**config.mk**
```make
export PLATFORM = sky130hd
export DESIGN_NAME = ics_input_clock_selector
export DESIGN_NICKNAME = d
export VERILOG_FILES = /design/src/core/ics_pkg.sv /design/src/core/ics_input_clock_selector.sv
export SDC_FILE = /design/constraint.sdc
export NUM_CORES = 1
export LEC_CHECK = 0
export BUFFER_PORTS_ARGS = -buffer_cell sky130_fd_sc_hd__buf_2
export CAP_MARGIN = 30
export CORE_MARGIN = 2
export CORE_UTILIZATION = 45
export DETAILED_ROUTE_END_ITERATION = 8
export GPL_TIMING_DRIVEN = 0
export PLACE_DENSITY = 0.77
export SYNTH_ARGS = -nofsm -noshare
export SYNTH_HDL_FRONTEND = slang
export SYNTH_SLANG_ARGS = --single-unit
```
**constraint.sdc**
```tcl
create_clock -name ref_clk_i -period 1.97 [get_ports ref_clk_i]
set_input_delay 0.394 -clock ref_clk_i [delete_from_list [all_inputs] [get_ports ref_clk_i]]
set_output_delay 0.394 -clock ref_clk_i [all_outputs]
set_load 0.02 [all_outputs]
```
**src/core/ics_pkg.sv**
```systemverilog
// constants, types and register map of the input clock selector
// Operation
// RQ1 - mode field: 00 manual, 01 auto non-revertive, 02 auto revertive, 03 reserved
// RQ2 - manual mode: control bit picks pin or register select; pin after reset
// RQ3 - control bit low: register select bit ignored, pin chooses input
// RQ4 - select value 0 picks input zero, 1 picks input one
// RQ5 - manual choice without clock sends the loop to holdover by itself
// RQ6 - automatic modes ignore select pin and register select bit
// RQ7 - automatic selection uses only inputs with no unmasked alarm active
// RQ8 - automatic mode with no valid input enters holdover
// RQ9 - revertive: always highest-priority valid input, switch when better one valid
// RQ10 - non-revertive: keep active input while valid, else best valid input
// RQ11 - three-bit rank per input at 2:0 and 6:4; zero excludes
// RQ12 - signal-loss mask bit 0 counts loss, 1 ignores it
// RQ13 - frequency-fault mask bit 0 counts fault, 1 ignores it
// RQ14 - receiver enable bits: bit 1 input one, bit 0 input zero
// RQ15 - receiver type: 0 differential, 1 pulsed; both reset differential
// RQ16 - equal nonzero ranks with both valid choose input zero
// RQ17 - mask bit 0 for input zero, bit 1 input one, upper bits unused
// RQ18 - input valid again during holdover: leave holdover and lock to it
`default_nettype none
package ics_pkg;
	localparam int unsigned AW = 16;
	localparam int unsigned DW = 32;
	// register indices; byte address is four times the index
	localparam logic [AW-1:0] IDX_SEL_CTL  = 16'h052A;
	localparam logic [AW-1:0] IDX_SWITCH   = 16'h0536;
	localparam logic [AW-1:0] IDX_MASK     = 16'h0537;
	localparam logic [AW-1:0] IDX_RANK     = 16'h0538;
	localparam logic [AW-1:0] IDX_IN_CFG   = 16'h0949;
	localparam logic [AW-1:0] IDX_STATUS   = 16'h0540;
	// field positions
	localparam int unsigned SC_SRC    = 0;
	localparam int unsigned SC_CHOICE = 1;
	localparam int unsigned LOSM_LSB  = 0;
	localparam int unsigned OOFM_LSB  = 4;
	localparam int unsigned RANK0_LSB = 0;
	localparam int unsigned RANK1_LSB = 4;
	localparam int unsigned EN_LSB    = 0;
	localparam int unsigned PUL_LSB   = 4;
	localparam int unsigned ST_VALID  = 2;
	localparam int unsigned ST_ELIG   = 4;
	localparam int unsigned ST_PIN    = 6;
	typedef enum logic [1:0] {
		MODE_MANUAL = 2'h0,
		MODE_NREV   = 2'h1,
		MODE_REV    = 2'h2,
		MODE_RSVD   = 2'h3
	} ics_mode_t;
	// bit 0: locked to an input, bit 1: input one
	typedef enum logic [1:0] {
		ST_HOLD = 2'h0,
		ST_IN0  = 2'h1,
		ST_IN1  = 2'h3
	} ics_state_t;
	typedef struct packed {
		logic       src_reg;
		logic       choice;
		ics_mode_t  mode;
		logic [3:0] los_msk;
		logic [3:0] oof_msk;
		logic [2:0] rank0;
		logic [2:0] rank1;
		logic [1:0] rx_en;
		logic [1:0] rx_pulsed;
	} ics_cfg_t;
	typedef struct packed {
		logic [1:0] signal_loss_alarm;
		logic [1:0] frequency_fault_alarm;
	} ics_alarm_t;
	localparam logic [2:0] RANK0_RST = 3'h1;
	localparam logic [2:0] RANK1_RST = 3'h2;
	localparam logic [1:0] RX_EN_RST = 2'h3;
	localparam logic [1:0] RESP_OKAY   = 2'h0;
	localparam logic [1:0] RESP_SLVERR = 2'h2;
endpackage : ics_pkg
`default_nettype wire

```
**src/core/ics_input_clock_selector.sv**
```systemverilog
// input clock selector with its axi4-lite register file
//
// Our own choice: the AXI4-Lite slave port.
`default_nettype none
module ics_input_clock_selector
	import ics_pkg::*;
(
	input  wire logic             ref_clk_i,       // 100 MHz device clock
	input  wire logic             reset_i,         // async, active high
	input  wire logic [AW-1:0]    s_axi_awaddr_i,  // write address
	input  wire logic             s_axi_awvalid_i, // write address valid
	output logic                  s_axi_awready_o, // write address ready
	input  wire logic [DW-1:0]    s_axi_wdata_i,   // write data
	input  wire logic [DW/8-1:0]  s_axi_wstrb_i,   // write byte lanes
	input  wire logic             s_axi_wvalid_i,  // write data valid
	output logic                  s_axi_wready_o,  // write data ready
	output logic [1:0]            s_axi_bresp_o,   // write response
	output logic                  s_axi_bvalid_o,  // write response valid
	input  wire logic             s_axi_bready_i,  // write response ready
	input  wire logic [AW-1:0]    s_axi_araddr_i,  // read address
	input  wire logic             s_axi_arvalid_i, // read address valid
	output logic                  s_axi_arready_o, // read address ready
	output logic [DW-1:0]         s_axi_rdata_o,   // read data
	output logic [1:0]            s_axi_rresp_o,   // read response
	output logic                  s_axi_rvalid_o,  // read data valid
	input  wire logic             s_axi_rready_i,  // read data ready
	input  wire logic             sel_pin_i,       // external select pin
	input  wire ics_alarm_t       alarm_i,         // fault detector levels
	output logic                  locked_o,        // loop follows an input
	output logic                  active_input_o,  // 0 input zero, 1 input one
	output logic                  switchover_o,    // pulse on direct switch between the two inputs
	output logic [1:0]            rx_enable_o,     // receiver power enables
	output logic [1:0]            rx_pulsed_o      // pulsed receiver select
);

	function automatic logic hit(input logic [AW-1:0] a, input logic [AW-1:0] idx);
		return a[AW-1:2] == idx[AW-3:0];
	endfunction : hit

	function automatic ics_state_t pick(input logic [1:0] el, input logic [2:0] r0,
			input logic [2:0] r1);
		// lower nonzero rank wins; a tie goes to input zero
		if (el == 2'b11) begin
			return (r1 < r0) ? ST_IN1 : ST_IN0; // RQ9 RQ16
		end else if (el[0]) begin
			return ST_IN0;
		end else if (el[1]) begin
			return ST_IN1;
		end else begin
			return ST_HOLD; // RQ8
		end
	endfunction : pick

	// select pin synchroniser; s1 feeds only s2
	logic pin_s1_r, pin_s2_r, pin_s3_r, pin_q_r;
	always_ff @(posedge ref_clk_i or posedge reset_i) begin
		if (reset_i) begin
			pin_s1_r <= 1'b0;
			pin_s2_r <= 1'b0;
			pin_s3_r <= 1'b0;
			pin_q_r  <= 1'b0;
		end else begin
			pin_s1_r <= sel_pin_i;
			pin_s2_r <= pin_s1_r;
			pin_s3_r <= pin_s2_r;
			if (pin_s2_r == pin_s3_r) begin
				pin_q_r <= pin_s3_r;
			end
		end
	end

	// bus slave
	ics_cfg_t          cfg_r, cfg_nxt;
	ics_state_t        state_r, state_nxt;
	logic              aw_held_r, w_held_r, bvalid_r, rvalid_r;
	logic [AW-1:0]     awaddr_r;
	logic [DW-1:0]     wdata_r, rdata_r;
	logic              wlane_r;
	logic [1:0]        bresp_r, rresp_r;
	logic              sw_r;
	logic [DW-1:0]     rd_word;
	logic              rd_ok;

	wire logic aw_take  = s_axi_awvalid_i && s_axi_awready_o;
	wire logic w_take   = s_axi_wvalid_i && s_axi_wready_o;
	wire logic ar_take  = s_axi_arvalid_i && s_axi_arready_o;
	wire logic do_write = aw_held_r && w_held_r && !bvalid_r;
	wire logic wr_map   = hit(awaddr_r, IDX_SEL_CTL) || hit(awaddr_r, IDX_SWITCH) ||
		hit(awaddr_r, IDX_MASK) || hit(awaddr_r, IDX_RANK) ||
		hit(awaddr_r, IDX_IN_CFG) || hit(awaddr_r, IDX_STATUS);
	// every field sits in byte lane 0
	wire logic wr_en    = do_write && wlane_r;

	assign s_axi_awready_o = !aw_held_r && !bvalid_r;
	assign s_axi_wready_o  = !w_held_r && !bvalid_r;
	assign s_axi_arready_o = !rvalid_r;
	assign s_axi_bvalid_o  = bvalid_r;
	assign s_axi_bresp_o   = bresp_r;
	assign s_axi_rvalid_o  = rvalid_r;
	assign s_axi_rdata_o   = rdata_r;
	assign s_axi_rresp_o   = rresp_r;

	always_ff @(posedge ref_clk_i or posedge reset_i) begin
		if (reset_i) begin
			aw_held_r <= 1'b0;
			w_held_r  <= 1'b0;
			awaddr_r  <= '0;
			wdata_r   <= '0;
			wlane_r   <= 1'b0;
			bvalid_r  <= 1'b0;
			bresp_r   <= RESP_OKAY;
		end else begin
			if (aw_take) begin
				aw_held_r <= 1'b1;
				awaddr_r  <= s_axi_awaddr_i;
			end
			if (w_take) begin
				w_held_r <= 1'b1;
				wdata_r  <= s_axi_wdata_i;
				wlane_r  <= s_axi_wstrb_i[0];
			end
			if (do_write) begin
				aw_held_r <= 1'b0;
				w_held_r  <= 1'b0;
				bvalid_r  <= 1'b1;
				bresp_r   <= wr_map ? RESP_OKAY : RESP_SLVERR;
			end else if (bvalid_r && s_axi_bready_i) begin
				bvalid_r <= 1'b0;
			end
		end
	end

	// configuration writes
	always_comb begin
		cfg_nxt = cfg_r;
		if (wr_en && hit(awaddr_r, IDX_SEL_CTL)) begin
			cfg_nxt.src_reg = wdata_r[SC_SRC]; // RQ2
			cfg_nxt.choice  = wdata_r[SC_CHOICE];
		end
		if (wr_en && hit(awaddr_r, IDX_SWITCH)) begin
			cfg_nxt.mode = ics_mode_t'(wdata_r[1:0]); // RQ1
		end
		if (wr_en && hit(awaddr_r, IDX_MASK)) begin
			cfg_nxt.los_msk = wdata_r[LOSM_LSB +: 4];
			cfg_nxt.oof_msk = wdata_r[OOFM_LSB +: 4];
		end
		if (wr_en && hit(awaddr_r, IDX_RANK)) begin
			cfg_nxt.rank0 = wdata_r[RANK0_LSB +: 3]; // RQ11
			cfg_nxt.rank1 = wdata_r[RANK1_LSB +: 3];
		end
		if (wr_en && hit(awaddr_r, IDX_IN_CFG)) begin
			cfg_nxt.rx_en     = wdata_r[EN_LSB +: 2]; // RQ14
			cfg_nxt.rx_pulsed = wdata_r[PUL_LSB +: 2]; // RQ15
		end
	end

	always_ff @(posedge ref_clk_i or posedge reset_i) begin
		if (reset_i) begin
			cfg_r <= '{src_reg: 1'b0, choice: 1'b0, mode: MODE_MANUAL, los_msk: 4'h0,
				oof_msk: 4'h0, rank0: RANK0_RST, rank1: RANK1_RST,
				rx_en: RX_EN_RST, rx_pulsed: 2'h0}; // RQ2 RQ15
		end else begin
			cfg_r <= cfg_nxt;
		end
	end

	assign rx_enable_o = cfg_r.rx_en; // RQ14
	assign rx_pulsed_o = cfg_r.rx_pulsed; // RQ15

	// input qualification; mask bits 3:2 are never looked at
	wire logic [1:0] loss_cnt  = alarm_i.signal_loss_alarm & ~cfg_r.los_msk[1:0]; // RQ12 RQ17
	wire logic [1:0] fault_cnt = alarm_i.frequency_fault_alarm & ~cfg_r.oof_msk[1:0]; // RQ13 RQ17
	wire logic [1:0] valid     = cfg_r.rx_en & ~loss_cnt & ~fault_cnt; // RQ7
	wire logic [1:0] elig      = valid & {|cfg_r.rank1, |cfg_r.rank0}; // RQ11
	// a clock is present when its receiver runs and shows no signal loss
	wire logic [1:0] present   = cfg_r.rx_en & ~alarm_i.signal_loss_alarm;
	wire logic       man_sel   = cfg_r.src_reg ? cfg_r.choice : pin_q_r; // RQ3
	wire ics_state_t best      = pick(elig, cfg_r.rank0, cfg_r.rank1);
	wire logic       cur_ok    = (state_r == ST_IN0 && elig[0]) ||
		(state_r == ST_IN1 && elig[1]);

	always_comb begin
		state_nxt = state_r;
		case (cfg_r.mode)
			MODE_MANUAL: begin
				if (!present[man_sel]) begin
					state_nxt = ST_HOLD; // RQ5
				end else begin
					state_nxt = man_sel ? ST_IN1 : ST_IN0; // RQ4
				end
			end
			MODE_NREV: begin
				// pin and choice bit play no part here
				state_nxt = cur_ok ? state_r : best; // RQ6 RQ10 RQ18
			end
			MODE_REV: begin
				state_nxt = best; // RQ6 RQ9 RQ18
			end
			default: begin
				// reserved code freezes the current choice
				state_nxt = state_r;
			end
		endcase
	end

	always_ff @(posedge ref_clk_i or posedge reset_i) begin
		if (reset_i) begin
			state_r <= ST_HOLD;
			sw_r    <= 1'b0;
		end else begin
			state_r <= state_nxt;
			sw_r    <= state_nxt[0] && state_r[0] && (state_nxt != state_r);
		end
	end

	assign locked_o       = state_r[0];
	assign active_input_o = state_r[1];
	assign switchover_o   = sw_r;

	// read decode
	always_comb begin
		rd_word = '0;
		rd_ok   = 1'b1;
		if (hit(s_axi_araddr_i, IDX_SEL_CTL)) begin
			rd_word[SC_SRC]    = cfg_r.src_reg;
			rd_word[SC_CHOICE] = cfg_r.choice;
		end else if (hit(s_axi_araddr_i, IDX_SWITCH)) begin
			rd_word[1:0] = cfg_r.mode;
		end else if (hit(s_axi_araddr_i, IDX_MASK)) begin
			rd_word[LOSM_LSB +: 4] = cfg_r.los_msk;
			rd_word[OOFM_LSB +: 4] = cfg_r.oof_msk;
		end else if (hit(s_axi_araddr_i, IDX_RANK)) begin
			rd_word[RANK0_LSB +: 3] = cfg_r.rank0;
			rd_word[RANK1_LSB +: 3] = cfg_r.rank1;
		end else if (hit(s_axi_araddr_i, IDX_IN_CFG)) begin
			rd_word[EN_LSB +: 2]  = cfg_r.rx_en;
			rd_word[PUL_LSB +: 2] = cfg_r.rx_pulsed;
		end else if (hit(s_axi_araddr_i, IDX_STATUS)) begin
			rd_word[1:0]         = state_r;
			rd_word[ST_VALID +: 2] = valid;
			rd_word[ST_ELIG +: 2]  = elig;
			rd_word[ST_PIN]      = pin_q_r;
		end else begin
			rd_ok = 1'b0;
		end
	end

	always_ff @(posedge ref_clk_i or posedge reset_i) begin
		if (reset_i) begin
			rvalid_r <= 1'b0;
			rdata_r  <= '0;
			rresp_r  <= RESP_OKAY;
		end else if (ar_take) begin
			rvalid_r <= 1'b1;
			rdata_r  <= rd_word;
			rresp_r  <= rd_ok ? RESP_OKAY : RESP_SLVERR;
		end else if (rvalid_r && s_axi_rready_i) begin
			rvalid_r <= 1'b0;
		end
	end

	wire logic is_auto = cfg_r.mode == MODE_NREV || cfg_r.mode == MODE_REV;
endmodule : ics_input_clock_selector
`default_nettype wire

```
Word level (Yosys, flattened, before mapping)
Index checks and enable logic that the tools add are counted.

operators by class
  multiplexer cells = 41
  reductions and logical operators = 36
  order comparisons = 2
  bitwise operators = 11
  eq/ne operators = 19

operators with widths
  cell                                                 count
  == test 14 x 11 -> 1 bit (second input constant)     10
  == test 14 x 12 -> 1 bit (second input constant)     2
  2-to-1 mux 2 bit                                     14
  2-to-1 mux 1 bit                                     20
  logical AND 1 bit                                    19
  2-to-1 mux 7 bit                                     2
  bitwise AND 2 bit                                    6
  2-to-1 mux 6 bit                                     2
  inverter 2 bit                                       5
  nonzero test 2 bit                                   4
  == test 2 bit (second input constant)                3
  logical OR 1 bit                                     6
  2-to-1 mux 3 bit                                     2
  one-hot mux 2 bit (3 select lines)                   1
  OR reduction 3 bit                                   2
  == test 2 x 1 -> 1 bit (second input constant)       2
  logical NOT 1 bit                                    4
  < comparator 3 bit                                   1
  logical NOT 2 bit                                    1
  < comparator 1 x 2 -> 1 bit (second input constant)  1
  inequality test 2 bit                                1
  == test 1 bit                                        1

word-level totals
  output and inout port bits = 48
  word-level logic and storage cells = 134
  input port bits = 80
  bits in registers = 70

Longest topological paths before layout
  depth in word-level cells = 13
  gate-level depth with buffers = 10
  gate-level depth less buffers = 10

Worst setup path after synthesis
OpenSTA, ideal clock, no wires.

  path kind = input-to-reg
  from = in s_axi_araddr_i[11]
  to = reg rdata_r[1] (netlist: s_axi_rdata_o[1])
  arrival = 2.047 ns
  slack = -0.195 ns
  library setup time = 0.119 ns
  buffers on the path = 0
  required time = 1.851 ns
  stages = 6
  cells stage by stage = or4b_4 > or2_4 > or4b_4 > o21ai_1 > a41oi_1 > o21a_1

on the way
  cells in the longest elaborated chain, start to end = 7
  elaborated cells on any way between the ends = 12

ends and longest elaborated chain
  what                      line                             RTL
  start: declaration        ics_input_clock_selector.sv:20   input wire logic [AW-1:0] s_axi_araddr_i,
  == test 14 x 11 -> 1 bit  ics_input_clock_selector.sv:37   return a[AW-1:2] == idx[AW-3:0];
  2-to-1 mux 7 bit          ics_input_clock_selector.sv:238  end else if (hit(s_axi_araddr_i, IDX_STATUS)) begin
  2-to-1 mux 2 bit          ics_input_clock_selector.sv:235  end else if (hit(s_axi_araddr_i, IDX_IN_CFG)) begin
  2-to-1 mux 3 bit          ics_input_clock_selector.sv:232  end else if (hit(s_axi_araddr_i, IDX_RANK)) begin
  2-to-1 mux 7 bit          ics_input_clock_selector.sv:229  end else if (hit(s_axi_araddr_i, IDX_MASK)) begin
  2-to-1 mux 2 bit          ics_input_clock_selector.sv:227  end else if (hit(s_axi_araddr_i, IDX_SWITCH)) begin
  2-to-1 mux 2 bit *        ics_input_clock_selector.sv:224  if (hit(s_axi_araddr_i, IDX_SEL_CTL)) begin
  end signal: assignment    ics_input_clock_selector.sv:255  rdata_r <= rd_word;
  end: declaration          ics_input_clock_selector.sv:77   logic [DW-1:0] wdata_r, rdata_r;

Mark *: on every way between the ends. The rest lies on a longest branch, timed or not.
A chain may end at the register's enable or synchronous reset.

Worst setup path in the final report
  from = in s_axi_araddr_i[11]
  to = reg rdata_r[4] (netlist: s_axi_rdata_o[4])

on the way
  cells in the longest elaborated chain, start to end = 7
  elaborated cells on any way between the ends = 12

ends and longest elaborated chain
  what                      line
  == test 14 x 11 -> 1 bit  ics_input_clock_selector.sv:37
  2-to-1 mux 7 bit          ics_input_clock_selector.sv:238
  2-to-1 mux 2 bit          ics_input_clock_selector.sv:235
  2-to-1 mux 3 bit          ics_input_clock_selector.sv:232
  2-to-1 mux 7 bit          ics_input_clock_selector.sv:229
  2-to-1 mux 6 bit          ics_input_clock_selector.sv:227
  2-to-1 mux 6 bit *        ics_input_clock_selector.sv:224

Marked as above.

==> reports/metrics.csv <==
stage,metric,value,unit
drt,Via density,5.18,
grt,largest net degree at the start of global routing,42,
critical_path,startpoint types,primary input,
outcome,status,"complete, but fails checks",
synthesis,ys async rst share,100,%
place,dpl hpwl,5710,µm
drt,Initial DRC Count,102,
clocking,hold buffer count at CTS,0,
final_layout,multi-input logic area,1700,µm²
clocking,CTS tree,done,
critical_path,worst-path maximum fanout,5,
grt,vias in the first global route,2732,
place,placer congestion estimate,0.875,
clocking,Clock Path Buffers,2,
synthesis,Post-Synthesis Cell Area,3430,µm²
final_layout,final net count,519,
grt,gr usage total,19.3,%
floorplanning,Die H,91.3,µm
outcome,violated checks,setup timing,
final_layout,layout cell share with drive strength beyond 1,47.2,%
clocking,H-tree Lvls,3,
place,Inst Count DP,511,
final_layout,Area Overhead vs Synth,29.0,%
place,dpl ws,-0.483,ns
final_layout,fill cell count,649,
drt,DRT Wirelength,7770,µm
critical_path,R2R cell count,7,
pwr,Pwr Total,3.93,mW
pwr,Peak supply drop,0.000715,V
timing,Setup-failing EPs final,4,
final_layout,most frequent cells in the layout,"70 x buf_2, 61 x dfrtp_1, 43 x mux2_2",
critical_path,crit path cell chain,buf_2 -> or4b_4 -> or3_4 -> or4_4 -> nor2_2 -> a211oi_1 -> o21ai_1,
synthesis,Post-synth EDFFs,0,
drt,total iterations of the first detailed-routing run,4,
timing,clk_skew,0.0120,ns
drt,DR vias,2799,
hold_path,Hold WC Path Type,primary input to async pin,
place,dpl cell area,4020,µm²
critical_path,"Slowest-stage cell, CP",or4b_4,
critical_path,critical path required time,2.24,ns
synthesis,Synth Register Bits,66,
floorplanning,total core area,7330,µm²
grt,first-pass GRT wire length,12800,µm
final_layout,# diodes,0,
pwr,Leakage Power,2.13,nW
critical_path,slowest cell delay on critical path,0.55,ns
grt,initial antenna violation count,0,
timing,minimum clock period,2.00,ns
drt,Routed wire per std cell,14.4,µm
timing,unrepaired setup endpoints after global routing,true,
floorplanning,Std-Cell Rows,31,
floorplanning,IO Count,128,
critical_path,R2R Path Start,cfg_r[4]$_DFFE_PP0P_,
timing,Max Clk Rate,499,MHz
clocking,"Reg clk slew, reported paths",0.07,ns
pwr,PD cells,889,nW/µm²
drt,post-route ant nets,0,
grt,Overflow after GRT,0,
drt,Post-route DRC,0,
synthesis,fraction of the yosys area taken by sequential cells,48.3,%
synthesis,"Top FF cell, synth",dfrtp_1,
run,max-cap violation count,0,
timing,endpoints failing hold,0,
floorplanning,Die ar.,8330,µm²
final_layout,cell area after layout,4420,µm²
synthesis,library cells used by synthesis,53,
synthesis,Syn Area/Cell,10.8,µm²
timing,final worst-path cycle share,102,%
clocking,Clock Latency Late Sink,0.35,ns
timing,Slew @ Worst Pin,0.565,ns
place,PortBufs,70,
floorplanning,starting density of the core,46.7,%
critical_path,CP endpoint kind,flop,
timing,setup ws final,-0.0327,ns
clocking,CTS Buf Count,9,
floorplanning,Die Width,91.3,µm
final_layout,flip-flop and latch area,1660,µm²
final_layout,non-filler cells in the finished layout,540,
clocking,Sink Count,66,
critical_path,worst path arrival time,2.28,ns
critical_path,Crit Path Category,primary input to flop,
final_layout,"most common cell after layout, fill and taps aside",buf_2,
synthesis,Ys Warns,0,
critical_path,worst reg2reg setup slack,0,ns
timing,Final Max Tran Viols,0,
critical_path,Critical R2R Capture,switchover_o$_DFF_PP0_,
synthesis,Post-Synthesis Cells,316,
clocking,Root Driver,clkbuf_8,
timing,Worst slew margin,62.2,%
==> worst max-delay path: cells and delay by family <==
family                 cells  cell delay (ns)
AO/OA/AOI/OAI              2             0.19
buffers and inverters      1             0.09
AND/OR/NAND/NOR            4             1.60
==> cell families after synthesis <==
logic type | after synthesis | synth area share (%)
AO/OA/AOI/OAI | 44 | 8.80
adder cells (fa/ha/maj) | 4 | 1.39
buffers and inverters | 45 | 8.21
flip-flops | 66 | 48.3
multiplexers | 44 | 14.4
other | 1 | 0.109
AND/OR/NAND/NOR | 112 | 18.7
==> power by group <==
group,switching [mW],internal (mW)
sequential,0.293,1.66
clock,0.516,0.484
combinational,0.488,0.487
total,1.30,2.63
==> cells in the mapped netlist (3+ instances only) <==
cell	instances	area [µm²]
nand2_1	31	116
clkbuf_1	5	18.8
nand3_1	10	50.1
nor4_1	4	25.0
o21ai_0	10	50.1
and3_1	4	25.0
a211oi_1	3	22.5
a222oi_1	3	30.0
dfrtp_1	62	1550
a21oi_1	4	20.0
nor2_1	13	48.8
mux2_2	43	484
nand2b_1	10	62.6
ha_1	3	37.5
buf_4	30	225
nand4_1	5	31.3
nor2b_1	6	37.5
inv_1	10	37.5
dfstp_2	4	105
o21a_1	3	22.5
o21ai_1	6	30.0
nor3_1	7	35.0
or3_1	4	25.0
==> how the worst max path moves through the flow <==
| stage | from | end | slack, ns | cells past startpoint |
|---|---|---|---|---|
| final | s_axi_araddr_i[11] | s_axi_rdata_o[4]$_DFFE_PP0P_ | -0.03 | 7 |
| after floorplan | s_axi_araddr_i[11] | s_axi_rdata_o[1]$_DFFE_PP0P_ | -0.18 | 6 |
| after CTS | cfg_r[5]$_DFFE_PP1P_ | switchover_o$_DFF_PP0_ | -0.01 | 7 |
| after detailed placement | s_axi_araddr_i[11] | s_axi_rdata_o[1]$_DFFE_PP0P_ | -0.48 | 7 |
| after global routing | cfg_r[4]$_DFFE_PP0P_ | switchover_o$_DFF_PP0_ | -0.1 | 7 |
| after global placement | s_axi_araddr_i[11] | s_axi_rdata_o[1]$_DFFE_PP0P_ | -0.48 | 7 |
==> metrics by stage <==
step	hold WS [ns]	utilization, %	setup TNS (ns)
after detailed placement	0.336	54.9	-4.62
after global routing	0.133	60.3	-0.249
after global placement	0.333	54.6	-4.12
after floorplan	0.331	-	-0.657
after CTS	0.120	58.7	-0.0130
final	0.0968	60.3	-0.0675
==> registers in the layout, summed over array words and instances (netlist names), 2 cells and up <==
register	cells
wdata_r	8
s_axi_rdata_o	8
rx_pulsed_o	2
cfg_r	18
awaddr_r	14
state_r	2
rx_enable_o	2
==> per-layer routing <==
layer | share of wire, % | vias to the layer above | global-route usage (%)
met4 | 2.1 | 0 | 8.08
met2 | 48 | 105 | 31.9
met3 | 7.4 | 12 | 6.06
li1 | - | 1327 | -
met1 | 43 | 1355 | 23.3
met5 | 0 | - | 0
==> final cells by class <==
cell class | instances | area share (%)
timing repair buffer | 84 | 10.8
buffer | 35 | 5.55
inverter | 10 | 0.991
tap | 99 | 2.80
clock buffer | 11 | 3.20
clock inverter | 5 | 0.680
sequential | 66 | 37.5
multi-input combinational | 230 | 38.5
==> timing repair <==
item                       in CTS  in global routing
setup endpoints to repair      20                 22
buffers inserted               11                  2
gates resized for setup         6                 25
pin swaps                      10                 12
Note: power is estimated with default switching activity, not from simulation.
